[src/paf_map.svh]
// register offsets, field positions, reset values and timing counts
`ifndef PAF_MAP_SVH
`define PAF_MAP_SVH

// word offsets on the avalon slave (address is a word address)
`define PAF_OFS_SPECIAL_FUNCTION_IO_CONTROL  3'h0
`define PAF_OFS_OUTB   3'h1
`define PAF_OFS_DIRB   3'h2
`define PAF_OFS_PINB   3'h3
`define PAF_OFS_OUTC   3'h4
`define PAF_OFS_DIRC   3'h5
`define PAF_OFS_PINC   3'h6
`define PAF_OFS_MODE   3'h7

// special function register fields, and the port reset value
`define PAF_SF_PUD     2
`define PAF_SF_MASK    8'h0F
`define PAF_SF_RST     8'h00
`define PAF_PORT_RST   8'h00

// port b pins with alternate functions
`define PAF_PB_OSCO    7
`define PAF_PB_OSCI    6
`define PAF_PB_SCK     5
`define PAF_PB_MISO    4
`define PAF_PB_MOSI    3
`define PAF_PB_SS      2
`define PAF_PB_OCA     1
`define PAF_PB_CAP     0

// port c pins with alternate functions
`define PAF_PC_RST     6
`define PAF_PC_SCL     5
`define PAF_PC_SDA     4

// spike filter on the two-wire lines (least time, rounded up)
`define PAF_CLK_NS     50
`define PAF_SPIKE_NS   50
`define PAF_SPIKE_CYC  ((`PAF_SPIKE_NS + `PAF_CLK_NS - 1) / `PAF_CLK_NS)

`endif

[src/paf_pkg.sv]
// types shared by the pin override block
package paf_pkg;
	// register bus answer state
	typedef enum logic {
		PAF_IDLE,
		PAF_ACK
	} paf_bus_st_t;
	// one port's worth of bits
	typedef logic [7:0] paf_byte_t;
endpackage

[src/paf_override.sv]
// per-pin alternate-function override for port b and port c
//
// The register addresses and the Avalon-MM slave port are this design's own decisions.
`timescale 1ns/1ps
`include "paf_map.svh"

module paf_override
	import paf_pkg::*;
(
	// clock and reset
	input  wire logic        clk_i,
	input  wire logic        resetn_i,
	// avalon-mm slave
	input  wire logic [2:0]  avs_address_i,
	input  wire logic        avs_read_i,
	input  wire logic        avs_write_i,
	input  wire logic [3:0]  avs_byteenable_i,
	input  wire logic [31:0] avs_writedata_i,
	output logic      [31:0] avs_readdata_o,
	output logic             avs_waitrequest_o,
	// clock source fuses and module enables
	input  wire logic        internal_rc_selected_i,
	input  wire logic        external_clock_selected_i,
	input  wire logic        async_timer_select_i,
	input  wire logic        reset_pin_disable_fuse_i,
	input  wire logic        serial_periph_enable_i,
	input  wire logic        serial_periph_master_sel_i,
	input  wire logic        two_wire_enable_i,
	// peripheral drive requests
	input  wire logic        spi_sck_out_i,
	input  wire logic        spi_slave_out_i,
	input  wire logic        spi_master_out_i,
	input  wire logic        timer2_compare_en_i,
	input  wire logic        timer2_compare_out_i,
	input  wire logic        timer1_compare_a_en_i,
	input  wire logic        timer1_compare_a_out_i,
	input  wire logic        timer1_compare_b_en_i,
	input  wire logic        timer1_compare_b_out_i,
	input  wire logic        twi_scl_pull_i,
	input  wire logic        twi_sda_pull_i,
	// peripheral inputs taken from the pads, and oscillator pin modes
	output logic             spi_sck_in_o,
	output logic             spi_master_in_o,
	output logic             spi_slave_in_o,
	output logic             spi_select_in_o,
	output logic             timer1_capture_in_o,
	output logic             reset_pin_level_o,
	output logic             twi_scl_in_o,
	output logic             twi_sda_in_o,
	output logic             timer_osc_mode_o,
	output logic             chip_osc_in_mode_o,
	output logic             chip_osc_out_mode_o,
	// port b pads
	input  wire logic [7:0]  pad_b_i,
	output logic      [7:0]  pad_b_o,
	output logic      [7:0]  pad_b_oe_n_o,
	output logic      [7:0]  pad_b_pullup_o,
	// port c pads
	input  wire logic [6:0]  pad_c_i,
	output logic      [6:0]  pad_c_o,
	output logic      [6:0]  pad_c_oe_n_o,
	output logic      [6:0]  pad_c_pullup_o
);

	// =====================================================
	// helper: merge port bits with one pin's overrides
	// =====================================================
	// returns {pullup, driver on, value}
	function automatic logic [2:0] paf_pin(
		input logic dir,
		input logic out,
		input logic pullup_global_off,
		input logic pullup_override_en,
		input logic pullup_override_val,
		input logic direction_override_en,
		input logic direction_override_val,
		input logic value_override_en,
		input logic value_override_val
	);
		logic pu;
		logic drv;
		logic val;
		pu  = pullup_override_en ? pullup_override_val : (~dir & out & ~pullup_global_off);
		drv = direction_override_en ? direction_override_val : dir;
		val = value_override_en ? value_override_val : out;
		return {pu, drv, val};
	endfunction

	// =====================================================
	// register state
	// =====================================================
	paf_bus_st_t st_r;          // bus answer state
	paf_bus_st_t st_nxt;
	logic [31:0] rdata_r;       // read data, held after answer
	logic [31:0] rdata_nxt;
	paf_byte_t   sf_r;          // special function bits
	paf_byte_t   sf_nxt;
	paf_byte_t   outb_r;        // port b output bits
	paf_byte_t   outb_nxt;
	paf_byte_t   dirb_r;        // port b direction bits
	paf_byte_t   dirb_nxt;
	logic [6:0]  outc_r;        // port c output bits
	logic [6:0]  outc_nxt;
	logic [6:0]  dirc_r;        // port c direction bits
	logic [6:0]  dirc_nxt;

	// =====================================================
	// pin mode decode
	// =====================================================
	logic spi_slave;            // spi on as slave
	logic spi_serial_periph_master_sel;             // spi on as master
	logic pullup_global_off;                  // global pull-up off
	logic pb7_clk;              // pb7 taken by an oscillator
	logic pb6_clk;              // pb6 taken by an oscillator
	logic pc6_rst;              // pc6 feeds reset circuitry
	paf_byte_t clk_b;           // port b pins that read as zero
	logic [6:0] clk_c;          // port c pins that read as zero

	// module enables decode straight into pin modes
	always_comb begin
		spi_slave = serial_periph_enable_i & ~serial_periph_master_sel_i;
		spi_serial_periph_master_sel  = serial_periph_enable_i & serial_periph_master_sel_i;
		pullup_global_off       = sf_r[`PAF_SF_PUD];
		// timer oscillator only with internal rc as chip clock
		timer_osc_mode_o = internal_rc_selected_i & async_timer_select_i;
		// crystal needs pb7; an external clock leaves it free
		chip_osc_out_mode_o = ~internal_rc_selected_i & ~external_clock_selected_i;
		chip_osc_in_mode_o  = ~internal_rc_selected_i;
		pb7_clk = chip_osc_out_mode_o | async_timer_select_i;
		pb6_clk = chip_osc_in_mode_o | timer_osc_mode_o;
		pc6_rst = ~reset_pin_disable_fuse_i;
		clk_b = 8'h00;
		clk_b[`PAF_PB_OSCO] = pb7_clk;
		clk_b[`PAF_PB_OSCI] = pb6_clk;
		clk_c = 7'h00;
		clk_c[`PAF_PC_RST] = pc6_rst;
	end

	// =====================================================
	// override signals per pin
	// =====================================================
	paf_byte_t  b_pullup_override_en, b_pullup_override_val, b_direction_override_en, b_direction_override_val, b_value_override_en, b_value_override_val, b_dien;
	logic [6:0] c_pullup_override_en, c_pullup_override_val, c_direction_override_en, c_direction_override_val, c_value_override_en, c_value_override_val, c_dien;
	logic two_wire_enable;                 // two-wire interface owns pc5/pc4

	// combinational so a mode change lands in the same cycle
	always_comb begin
		two_wire_enable   = two_wire_enable_i;
		b_pullup_override_en = 8'h00;
		b_pullup_override_val = 8'h00;
		b_direction_override_en = 8'h00;
		b_direction_override_val = 8'h00;
		b_value_override_en = 8'h00;
		b_value_override_val = 8'h00;
		b_dien = 8'hFF;
		// oscillator pins: no pull-up, no driver, no input
		b_pullup_override_en[`PAF_PB_OSCO] = pb7_clk;
		b_direction_override_en[`PAF_PB_OSCO] = pb7_clk;
		b_dien[`PAF_PB_OSCO] = ~pb7_clk;
		b_pullup_override_en[`PAF_PB_OSCI] = pb6_clk;
		b_direction_override_en[`PAF_PB_OSCI] = pb6_clk;
		b_dien[`PAF_PB_OSCI] = ~pb6_clk;
		// sck: input as slave, clock output as master
		b_pullup_override_en[`PAF_PB_SCK] = spi_slave;
		b_pullup_override_val[`PAF_PB_SCK] = outb_r[`PAF_PB_SCK] & ~pullup_global_off;
		b_direction_override_en[`PAF_PB_SCK] = spi_slave;
		b_value_override_en[`PAF_PB_SCK] = spi_serial_periph_master_sel;
		b_value_override_val[`PAF_PB_SCK] = spi_sck_out_i;
		// miso: input as master, slave data out as slave
		b_pullup_override_en[`PAF_PB_MISO] = spi_serial_periph_master_sel;
		b_pullup_override_val[`PAF_PB_MISO] = outb_r[`PAF_PB_MISO] & ~pullup_global_off;
		b_direction_override_en[`PAF_PB_MISO] = spi_serial_periph_master_sel;
		b_value_override_en[`PAF_PB_MISO] = spi_slave;
		b_value_override_val[`PAF_PB_MISO] = spi_slave_out_i;
		// mosi shares the pin with the timer2 compare output
		b_pullup_override_en[`PAF_PB_MOSI] = spi_slave;
		b_pullup_override_val[`PAF_PB_MOSI] = outb_r[`PAF_PB_MOSI] & ~pullup_global_off;
		b_direction_override_en[`PAF_PB_MOSI] = spi_slave;
		b_value_override_en[`PAF_PB_MOSI] = spi_serial_periph_master_sel | timer2_compare_en_i;
		b_value_override_val[`PAF_PB_MOSI] = (spi_serial_periph_master_sel & spi_master_out_i)
			| (timer2_compare_en_i & timer2_compare_out_i);
		// slave select: input as slave; as master, software or the timer1 compare b output drives its value
		b_pullup_override_en[`PAF_PB_SS] = spi_slave;
		b_pullup_override_val[`PAF_PB_SS] = outb_r[`PAF_PB_SS] & ~pullup_global_off;
		b_direction_override_en[`PAF_PB_SS] = spi_slave;
		b_value_override_en[`PAF_PB_SS] = timer1_compare_b_en_i;
		b_value_override_val[`PAF_PB_SS] = timer1_compare_b_out_i;
		// compare a output drives only if software made it an output
		b_value_override_en[`PAF_PB_OCA] = timer1_compare_a_en_i;
		b_value_override_val[`PAF_PB_OCA] = timer1_compare_a_out_i;
		c_pullup_override_en = 7'h00;
		c_pullup_override_val = 7'h00;
		c_direction_override_en = 7'h00;
		c_direction_override_val = 7'h00;
		c_value_override_en = 7'h00;
		c_value_override_val = 7'h00;
		c_dien = 7'h7F;
		// reset pin keeps its pull-up and drops the digital input
		c_pullup_override_en[`PAF_PC_RST] = pc6_rst;
		c_pullup_override_val[`PAF_PC_RST] = 1'b1;
		c_direction_override_en[`PAF_PC_RST] = pc6_rst;
		c_dien[`PAF_PC_RST] = ~pc6_rst;
		// two-wire lines: open drain, only ever pulled low
		c_pullup_override_en[`PAF_PC_SCL] = two_wire_enable;
		c_pullup_override_val[`PAF_PC_SCL] = outc_r[`PAF_PC_SCL] & ~pullup_global_off;
		c_direction_override_en[`PAF_PC_SCL] = two_wire_enable;
		c_direction_override_val[`PAF_PC_SCL] = twi_scl_pull_i;
		c_value_override_en[`PAF_PC_SCL] = two_wire_enable;
		c_pullup_override_en[`PAF_PC_SDA] = two_wire_enable;
		c_pullup_override_val[`PAF_PC_SDA] = outc_r[`PAF_PC_SDA] & ~pullup_global_off;
		c_direction_override_en[`PAF_PC_SDA] = two_wire_enable;
		c_direction_override_val[`PAF_PC_SDA] = twi_sda_pull_i;
		c_value_override_en[`PAF_PC_SDA] = two_wire_enable;
	end

	// =====================================================
	// pad drive
	// =====================================================
	logic [2:0] pin_res;        // scratch result of the merge

	// merge every pin; value is forced low when not driving
	always_comb begin
		pin_res = 3'b000;
		for (int i = 0; i < 8; i++) begin
			pin_res = paf_pin(dirb_r[i], outb_r[i], pullup_global_off, b_pullup_override_en[i], b_pullup_override_val[i],
				b_direction_override_en[i], b_direction_override_val[i], b_value_override_en[i], b_value_override_val[i]);
			pad_b_pullup_o[i] = pin_res[2];
			pad_b_oe_n_o[i]   = ~pin_res[1];
			pad_b_o[i]        = pin_res[1] & pin_res[0];
		end
		for (int i = 0; i < 7; i++) begin
			pin_res = paf_pin(dirc_r[i], outc_r[i], pullup_global_off, c_pullup_override_en[i], c_pullup_override_val[i],
				c_direction_override_en[i], c_direction_override_val[i], c_value_override_en[i], c_value_override_val[i]);
			pad_c_pullup_o[i] = pin_res[2];
			pad_c_oe_n_o[i]   = ~pin_res[1];
			pad_c_o[i]        = pin_res[1] & pin_res[0];
		end
	end

	// =====================================================
	// raw pad inputs to peripherals
	// =====================================================
	// peripherals synchronise these themselves
	always_comb begin
		spi_sck_in_o        = pad_b_i[`PAF_PB_SCK];
		spi_master_in_o     = pad_b_i[`PAF_PB_MISO];
		spi_slave_in_o      = pad_b_i[`PAF_PB_MOSI];
		spi_select_in_o     = pad_b_i[`PAF_PB_SS];
		timer1_capture_in_o = pad_b_i[`PAF_PB_CAP];
		reset_pin_level_o   = pad_c_i[`PAF_PC_RST];
	end

	// =====================================================
	// input synchronisers and two-wire spike filters
	// =====================================================
	paf_byte_t  sb1_r, sb2_r;   // port b: first stage, second stage
	logic [6:0] sc1_r, sc2_r;   // port c: first stage, second stage
	logic [1:0] filt_r;         // filtered {scl, sda}
	logic [1:0] filt_nxt;
	logic [3:0] fcnt_r [2];     // cycles each line has differed
	logic [3:0] fcnt_nxt [2];
	logic [1:0] line_s;         // synchronised {scl, sda}

	// a change is adopted only after it stood for the spike time
	always_comb begin
		line_s = {sc2_r[`PAF_PC_SCL], sc2_r[`PAF_PC_SDA]};
		filt_nxt = filt_r;
		for (int k = 0; k < 2; k++) begin
			fcnt_nxt[k] = 4'h0;
			if (line_s[k] != filt_r[k]) begin
				if (fcnt_r[k] >= 4'(`PAF_SPIKE_CYC - 1)) begin
					filt_nxt[k] = line_s[k];
				end else begin
					fcnt_nxt[k] = fcnt_r[k] + 4'h1;
				end
			end
		end
		twi_scl_in_o = filt_r[1];
		twi_sda_in_o = filt_r[0];
	end

	// synchronisers and filter state
	always_ff @(posedge clk_i) begin
		if (!resetn_i) begin
			sb1_r     <= 8'h00;
			sb2_r     <= 8'h00;
			sc1_r     <= 7'h00;
			sc2_r     <= 7'h00;
			filt_r    <= 2'b11;
			fcnt_r[0] <= 4'h0;
			fcnt_r[1] <= 4'h0;
		end else begin
			sb1_r     <= pad_b_i;
			sb2_r     <= sb1_r;
			sc1_r     <= pad_c_i;
			sc2_r     <= sc1_r;
			filt_r    <= filt_nxt;
			fcnt_r[0] <= fcnt_nxt[0];
			fcnt_r[1] <= fcnt_nxt[1];
		end
	end

	// =====================================================
	// avalon slave: one wait state, then answer
	// =====================================================
	logic req;                  // read or write pending
	logic wr_go;                // write takes effect this edge
	logic [31:0] rd_view;       // value of the addressed register

	// clock pins and disabled inputs read back as zero
	always_comb begin
		req   = avs_read_i | avs_write_i;
		wr_go = avs_write_i & avs_byteenable_i[0] & (st_r == PAF_ACK);
		unique case (avs_address_i)
			`PAF_OFS_SPECIAL_FUNCTION_IO_CONTROL: rd_view = {24'h0, sf_r & `PAF_SF_MASK};
			`PAF_OFS_OUTB:  rd_view = {24'h0, outb_r & ~clk_b};
			`PAF_OFS_DIRB:  rd_view = {24'h0, dirb_r & ~clk_b};
			`PAF_OFS_PINB:  rd_view = {24'h0, sb2_r & b_dien & ~clk_b};
			`PAF_OFS_OUTC:  rd_view = {25'h0, outc_r & ~clk_c};
			`PAF_OFS_DIRC:  rd_view = {25'h0, dirc_r & ~clk_c};
			`PAF_OFS_PINC:  rd_view = {25'h0, sc2_r & c_dien & ~clk_c};
			`PAF_OFS_MODE:  rd_view = {25'h0, pc6_rst, two_wire_enable, spi_serial_periph_master_sel,
				spi_slave, timer_osc_mode_o, pb6_clk, pb7_clk};
		endcase
		avs_waitrequest_o = req & (st_r == PAF_IDLE);
		avs_readdata_o    = rdata_r;
	end

	// next values of the bus state and software registers
	always_comb begin
		st_nxt    = (req && st_r == PAF_IDLE) ? PAF_ACK : PAF_IDLE;
		rdata_nxt = (req && st_r == PAF_IDLE) ? rd_view : rdata_r;
		sf_nxt    = sf_r;
		outb_nxt  = outb_r;
		dirb_nxt  = dirb_r;
		outc_nxt  = outc_r;
		dirc_nxt  = dirc_r;
		if (wr_go) begin
			unique case (avs_address_i)
				`PAF_OFS_SPECIAL_FUNCTION_IO_CONTROL: sf_nxt = avs_writedata_i[7:0] & `PAF_SF_MASK;
				`PAF_OFS_OUTB:  outb_nxt = avs_writedata_i[7:0];
				`PAF_OFS_DIRB:  dirb_nxt = avs_writedata_i[7:0];
				`PAF_OFS_OUTC:  outc_nxt = avs_writedata_i[6:0];
				`PAF_OFS_DIRC:  dirc_nxt = avs_writedata_i[6:0];
				// input and mode views ignore writes
				default: sf_nxt = sf_r;
			endcase
		end
	end

	// bus and software register flops
	always_ff @(posedge clk_i) begin
		if (!resetn_i) begin
			st_r    <= PAF_IDLE;
			rdata_r <= 32'h0000_0000;
			sf_r    <= `PAF_SF_RST;
			outb_r  <= `PAF_PORT_RST;
			dirb_r  <= `PAF_PORT_RST;
			outc_r  <= 7'h00;
			dirc_r  <= 7'h00;
		end else begin
			st_r    <= st_nxt;
			rdata_r <= rdata_nxt;
			sf_r    <= sf_nxt;
			outb_r  <= outb_nxt;
			dirb_r  <= dirb_nxt;
			outc_r  <= outc_nxt;
			dirc_r  <= dirc_nxt;
		end
	end
endmodule

[config.mk]
export PLATFORM = sky130hd
export DESIGN_NAME = paf_override
export DESIGN_NICKNAME = d
export VERILOG_FILES = /design/src/paf_pkg.sv /design/src/paf_override.sv
export VERILOG_INCLUDE_DIRS = /design/src
export SDC_FILE = /design/constraint.sdc
export NUM_CORES = 1
export LEC_CHECK = 0
export BUFFER_PORTS_ARGS = -buffer_cell sky130_fd_sc_hd__buf_4
export CAP_MARGIN = 20
export CORE_MARGIN = 2
export CORE_UTILIZATION = 35
export CTS_CLUSTER_DIAMETER = 30
export DETAILED_ROUTE_END_ITERATION = 16
export PLACE_DENSITY = 0.61
export SETUP_SLACK_MARGIN = 0.3
export SKIP_LAST_GASP = 1
export SYNTH_ARGS = -nofsm -noshare
export SYNTH_HDL_FRONTEND = slang
export SYNTH_SLANG_ARGS = --single-unit
[constraint.sdc]
create_clock -name clk_i -period 1.5 [get_ports clk_i]
set_clock_uncertainty 0.2 [all_clocks]
set_input_delay 0.375 -clock clk_i [delete_from_list [all_inputs] [get_ports clk_i]]
set_output_delay 0.375 -clock clk_i [all_outputs]
set_load 0.03 [all_outputs]
==> flow_metrics.tcl <==
set metrics [dict create \
    status "finished with violations" \
    violations "setup timing" \
    dieArea_um2 11200 \
    setup_tns_ns -8.84 \
    synth-simple-area-share_pct 22.9 \
    cts-root-buf "clkbuf_8" \
    synth.avg_cell_area_um2 9.26 \
    die_w_um 106 \
    setup_slack_ns -0.315 \
    num_antenna_cells 0 \
    synth_flop_cell "dfxtp_1" \
    hp-start "pad_c_i[5]" \
    numCtsBuffers 9 \
    synth_top_area_share_pct 41.5 \
    slowest_delay_ns 0.40 \
    critPathKind "flip-flop to primary output" \
    crit_slowest_cell "dfxtp_4" \
    layout-drive-gt1-share_pct 63.7 \
    drv_cap 0 \
    coreArea_um2 10200 \
    ys.warnings.count 0 \
    muxShareOfSynthArea_pct 13.1 \
    start_util_pct 35.5 \
    htree_levels 3 \
    synth_cells 391 \
    synth_cell_types 52 \
    utilization_pct 62.8 \
    hold_viol_final 0 \
    synthArstFlopShare_pct 0 \
    fmax_mhz 551 \
    clk_pin_slew_ns 0.08 \
    synth-compound-area-share_pct 10.3 \
    cp.arrival_ns 1.24 \
    syn_area_um2 3620 \
    ys_seq_area_share_pct 41.5 \
    holdBufCountCts 0 \
    final_max_slew_viol_count 0 \
    pwr-share-comb_pct 18.5 \
    routed_wl_um 10800 \
    cp-start-kind "flip-flop" \
    ys_top_cells_by_area "dfxtp_1 41%, mux2i_1 10%, and2_1 7.1%, buf_4 6.6%, nor2_1 3.8%" \
    finalHoldWorstSlack_ns 0.0218 \
    yosys.area_share.adder_pct 0 \
    path_max_fanout 6 \
    grt_pass1_wl_um 16700 \
    fp.dieH_um 106 \
    dp_hpwl_um 7440 \
    yosys-top-cells-count "75 x dfxtp_1, 41 x and2_1, 37 x nor2_1" \
    io_buffers 113 \
    rows 37 \
    first_pass_iters 4 \
    p_sw_share_pct 26.7 \
    cellPowerDensity_nw_per_um2 752 \
    boundaryPins 165 \
    antenna_found_initial 0 \
    min_path_type "input port to flip-flop" \
    drt_first_iter_violations 135 \
    timing.rr.end "avs_readdata_o[3]" \
    nets 649 \
    synth_top_cell_by_area "dfxtp_1" \
    synth_edf_count 0 \
    intPower_uw 3520 \
    leakage_uw 0.00273 \
    p_sw_uw 1280 \
    rsz0062_at_grt "true" \
    area_delta_synth_final_pct 76.6 \
    clockBufferDepth 2 \
    cts_tree "built" \
    setup_viol 61 \
    first_global_vias 3354 \
    via_per_inst 4.71 \
    pwr-share-clk_pct 38.7 \
    gp_congestion 0.839 \
    track_usage_pct 19.0 \
    worstHoldEndpoint "sc1_r[5]" \
    rr_worst_depth 8 \
    clkLatencyLatePin_ns 0.35 \
    antenna_left 0 \
    post_drt_wl_per_cell_um 15.1 \
    worstPathCellList "buf_12 > and3b_2 > buf_6" \
    ir_worst_vdd_uv 459 \
    vias 3361 \
    min_period_ns 1.82 \
    grt_max_degree 26 \
    seqPwrFrac_pct 42.8 \
    synth_top_family_by_area "simple AND/OR/NAND/NOR gates" \
    regToRegStartpoint "st_r" \
    critPathRequiredTime_ns 0.92 \
    grt_overflow_total 0 \
    synth-xor-area-share_pct 0 \
    synth_seq_cells 75 \
    drc 0 \
    fin_crit_sh_pct 121 \
    reg2reg_slack_ns -0.18 \
    synth_most_common_cell "dfxtp_1" \
    numClockSinks 75 \
    min_path_cells 2 \
    cp-end-kind "primary output" \
]
worst max-delay path: cells and delay by family (launching register included):
family / cells / cell delay [ns]
buffers and inverters: 2 / 0.27
flip-flops: 1 / 0.40
AND/OR/NAND/NOR: 1 / 0.21
area by class of cell:
cell class / instances / area (um2)
Inverter: 17 / 71.3
Timing Repair Buffer: 198 / 1910
Tap cell: 136 / 170
Fill cell: 800 / 3790
Sequential cell: 75 / 1590
Clock buffer: 11 / 163
Multi-Input combinational cell: 272 / 2400
Clock inverter: 5 / 81.3
worst max-delay path by stage:
stage	from	endpoint	slack, ns	cells after the start
floorplan	avs_write_i	avs_readdata_o[3]	-0.08	5
global placement	avs_address_i[0]	outb_r[5]	-0.24	6
detailed placement	avs_address_i[0]	outb_r[5]	-0.31	6
CTS	dirc_r[5]	pad_c_pullup_o[5]	-0.33	4
global route	dirc_r[5]	pad_c_pullup_o[5]	-0.36	4
finish	sf_r[2]	pad_b_pullup_o[5]	-0.32	3
power by group through the flow:
stage	logic (uW)	clock network (uW)	registers, uW
6_report	891	1860	2060
5_1_grt	945	1960	2060
4_1_cts	848	1890	2050
3_5_place_dp	733	0	2120
3_3_place_gp	727	0	2120
2_1_floorplan	454	0	2140
registers in the layout, summed over array words and instances, names as in the netlist:
name	flops
sb2_r	8
sc1_r	7
sc2_r	7
outc_r	7
st_r	1
sf_r	4
outb_r	8
filt_r	2
avs_readdata_o	8
sb1_r	8
dirc_r	7
dirb_r	8
metal layers:
layer	share of wire [%]	wire length (um)	GRT usage, %
met3	4.9	531	3.77
met2	50	5370	32.3
met4	2.8	299	7.33
met5	0	0	0
met1	42	4570	23.5
per-stage QoR:
stage | total power [uW] | instances | area (um2) | worst slack (ns)
after floorplan | 2600 | 414 | 4220 | -0.0797
after global placement | 2840 | 662 | 5200 | -0.242
after detailed placement | 2850 | 662 | 5200 | -0.310
after CTS | 4790 | 704 | 6170 | -0.330
after global routing | 4970 | 714 | 6390 | -0.362
final | 4810 | 714 | 6390 | -0.315
cells in the final DEF, fill, tap and decap left out, types with 3 or more instances in the layout:
master	count
conb_1	24
inv_2	12
o21ai_0	3
nand3_4	3
nand3b_1	3
clkbuf_8	10
a21oi_2	8
nand3_1	6
nand2_1	13
dfxtp_1	35
nor2_4	7
dfxtp_4	15
buf_12	5
dfxtp_2	25
nor2_1	30
buf_8	3
nand2b_1	4
nor3b_4	10
and2_1	32
a22o_1	3
nand2_8	3
a21oi_1	5
and2_4	9
mux2i_1	34
nand2_2	9
buf_4	99
nor2b_4	3
mux4_2	3
o2bb2ai_1	3
nand2_4	6
and3_4	3
buf_6	91
logic make-up after synthesis:
kind of cell,Yosys count
DFF,75
muxes,42
AOI/OAI and AO/OA,51
other,1
and+or+nand+nor,155
buffers and inverters,67
timing repair:
item / CTS / global route
endpoints found under the hold margin: 0 / 0
gates resized for setup: 173 / 31
setup endpoints to repair: 108 / 103
setup buffers: 26 / 10
pin swaps: 26 / 17
Note: power is estimated with default switching activity, not from simulation.
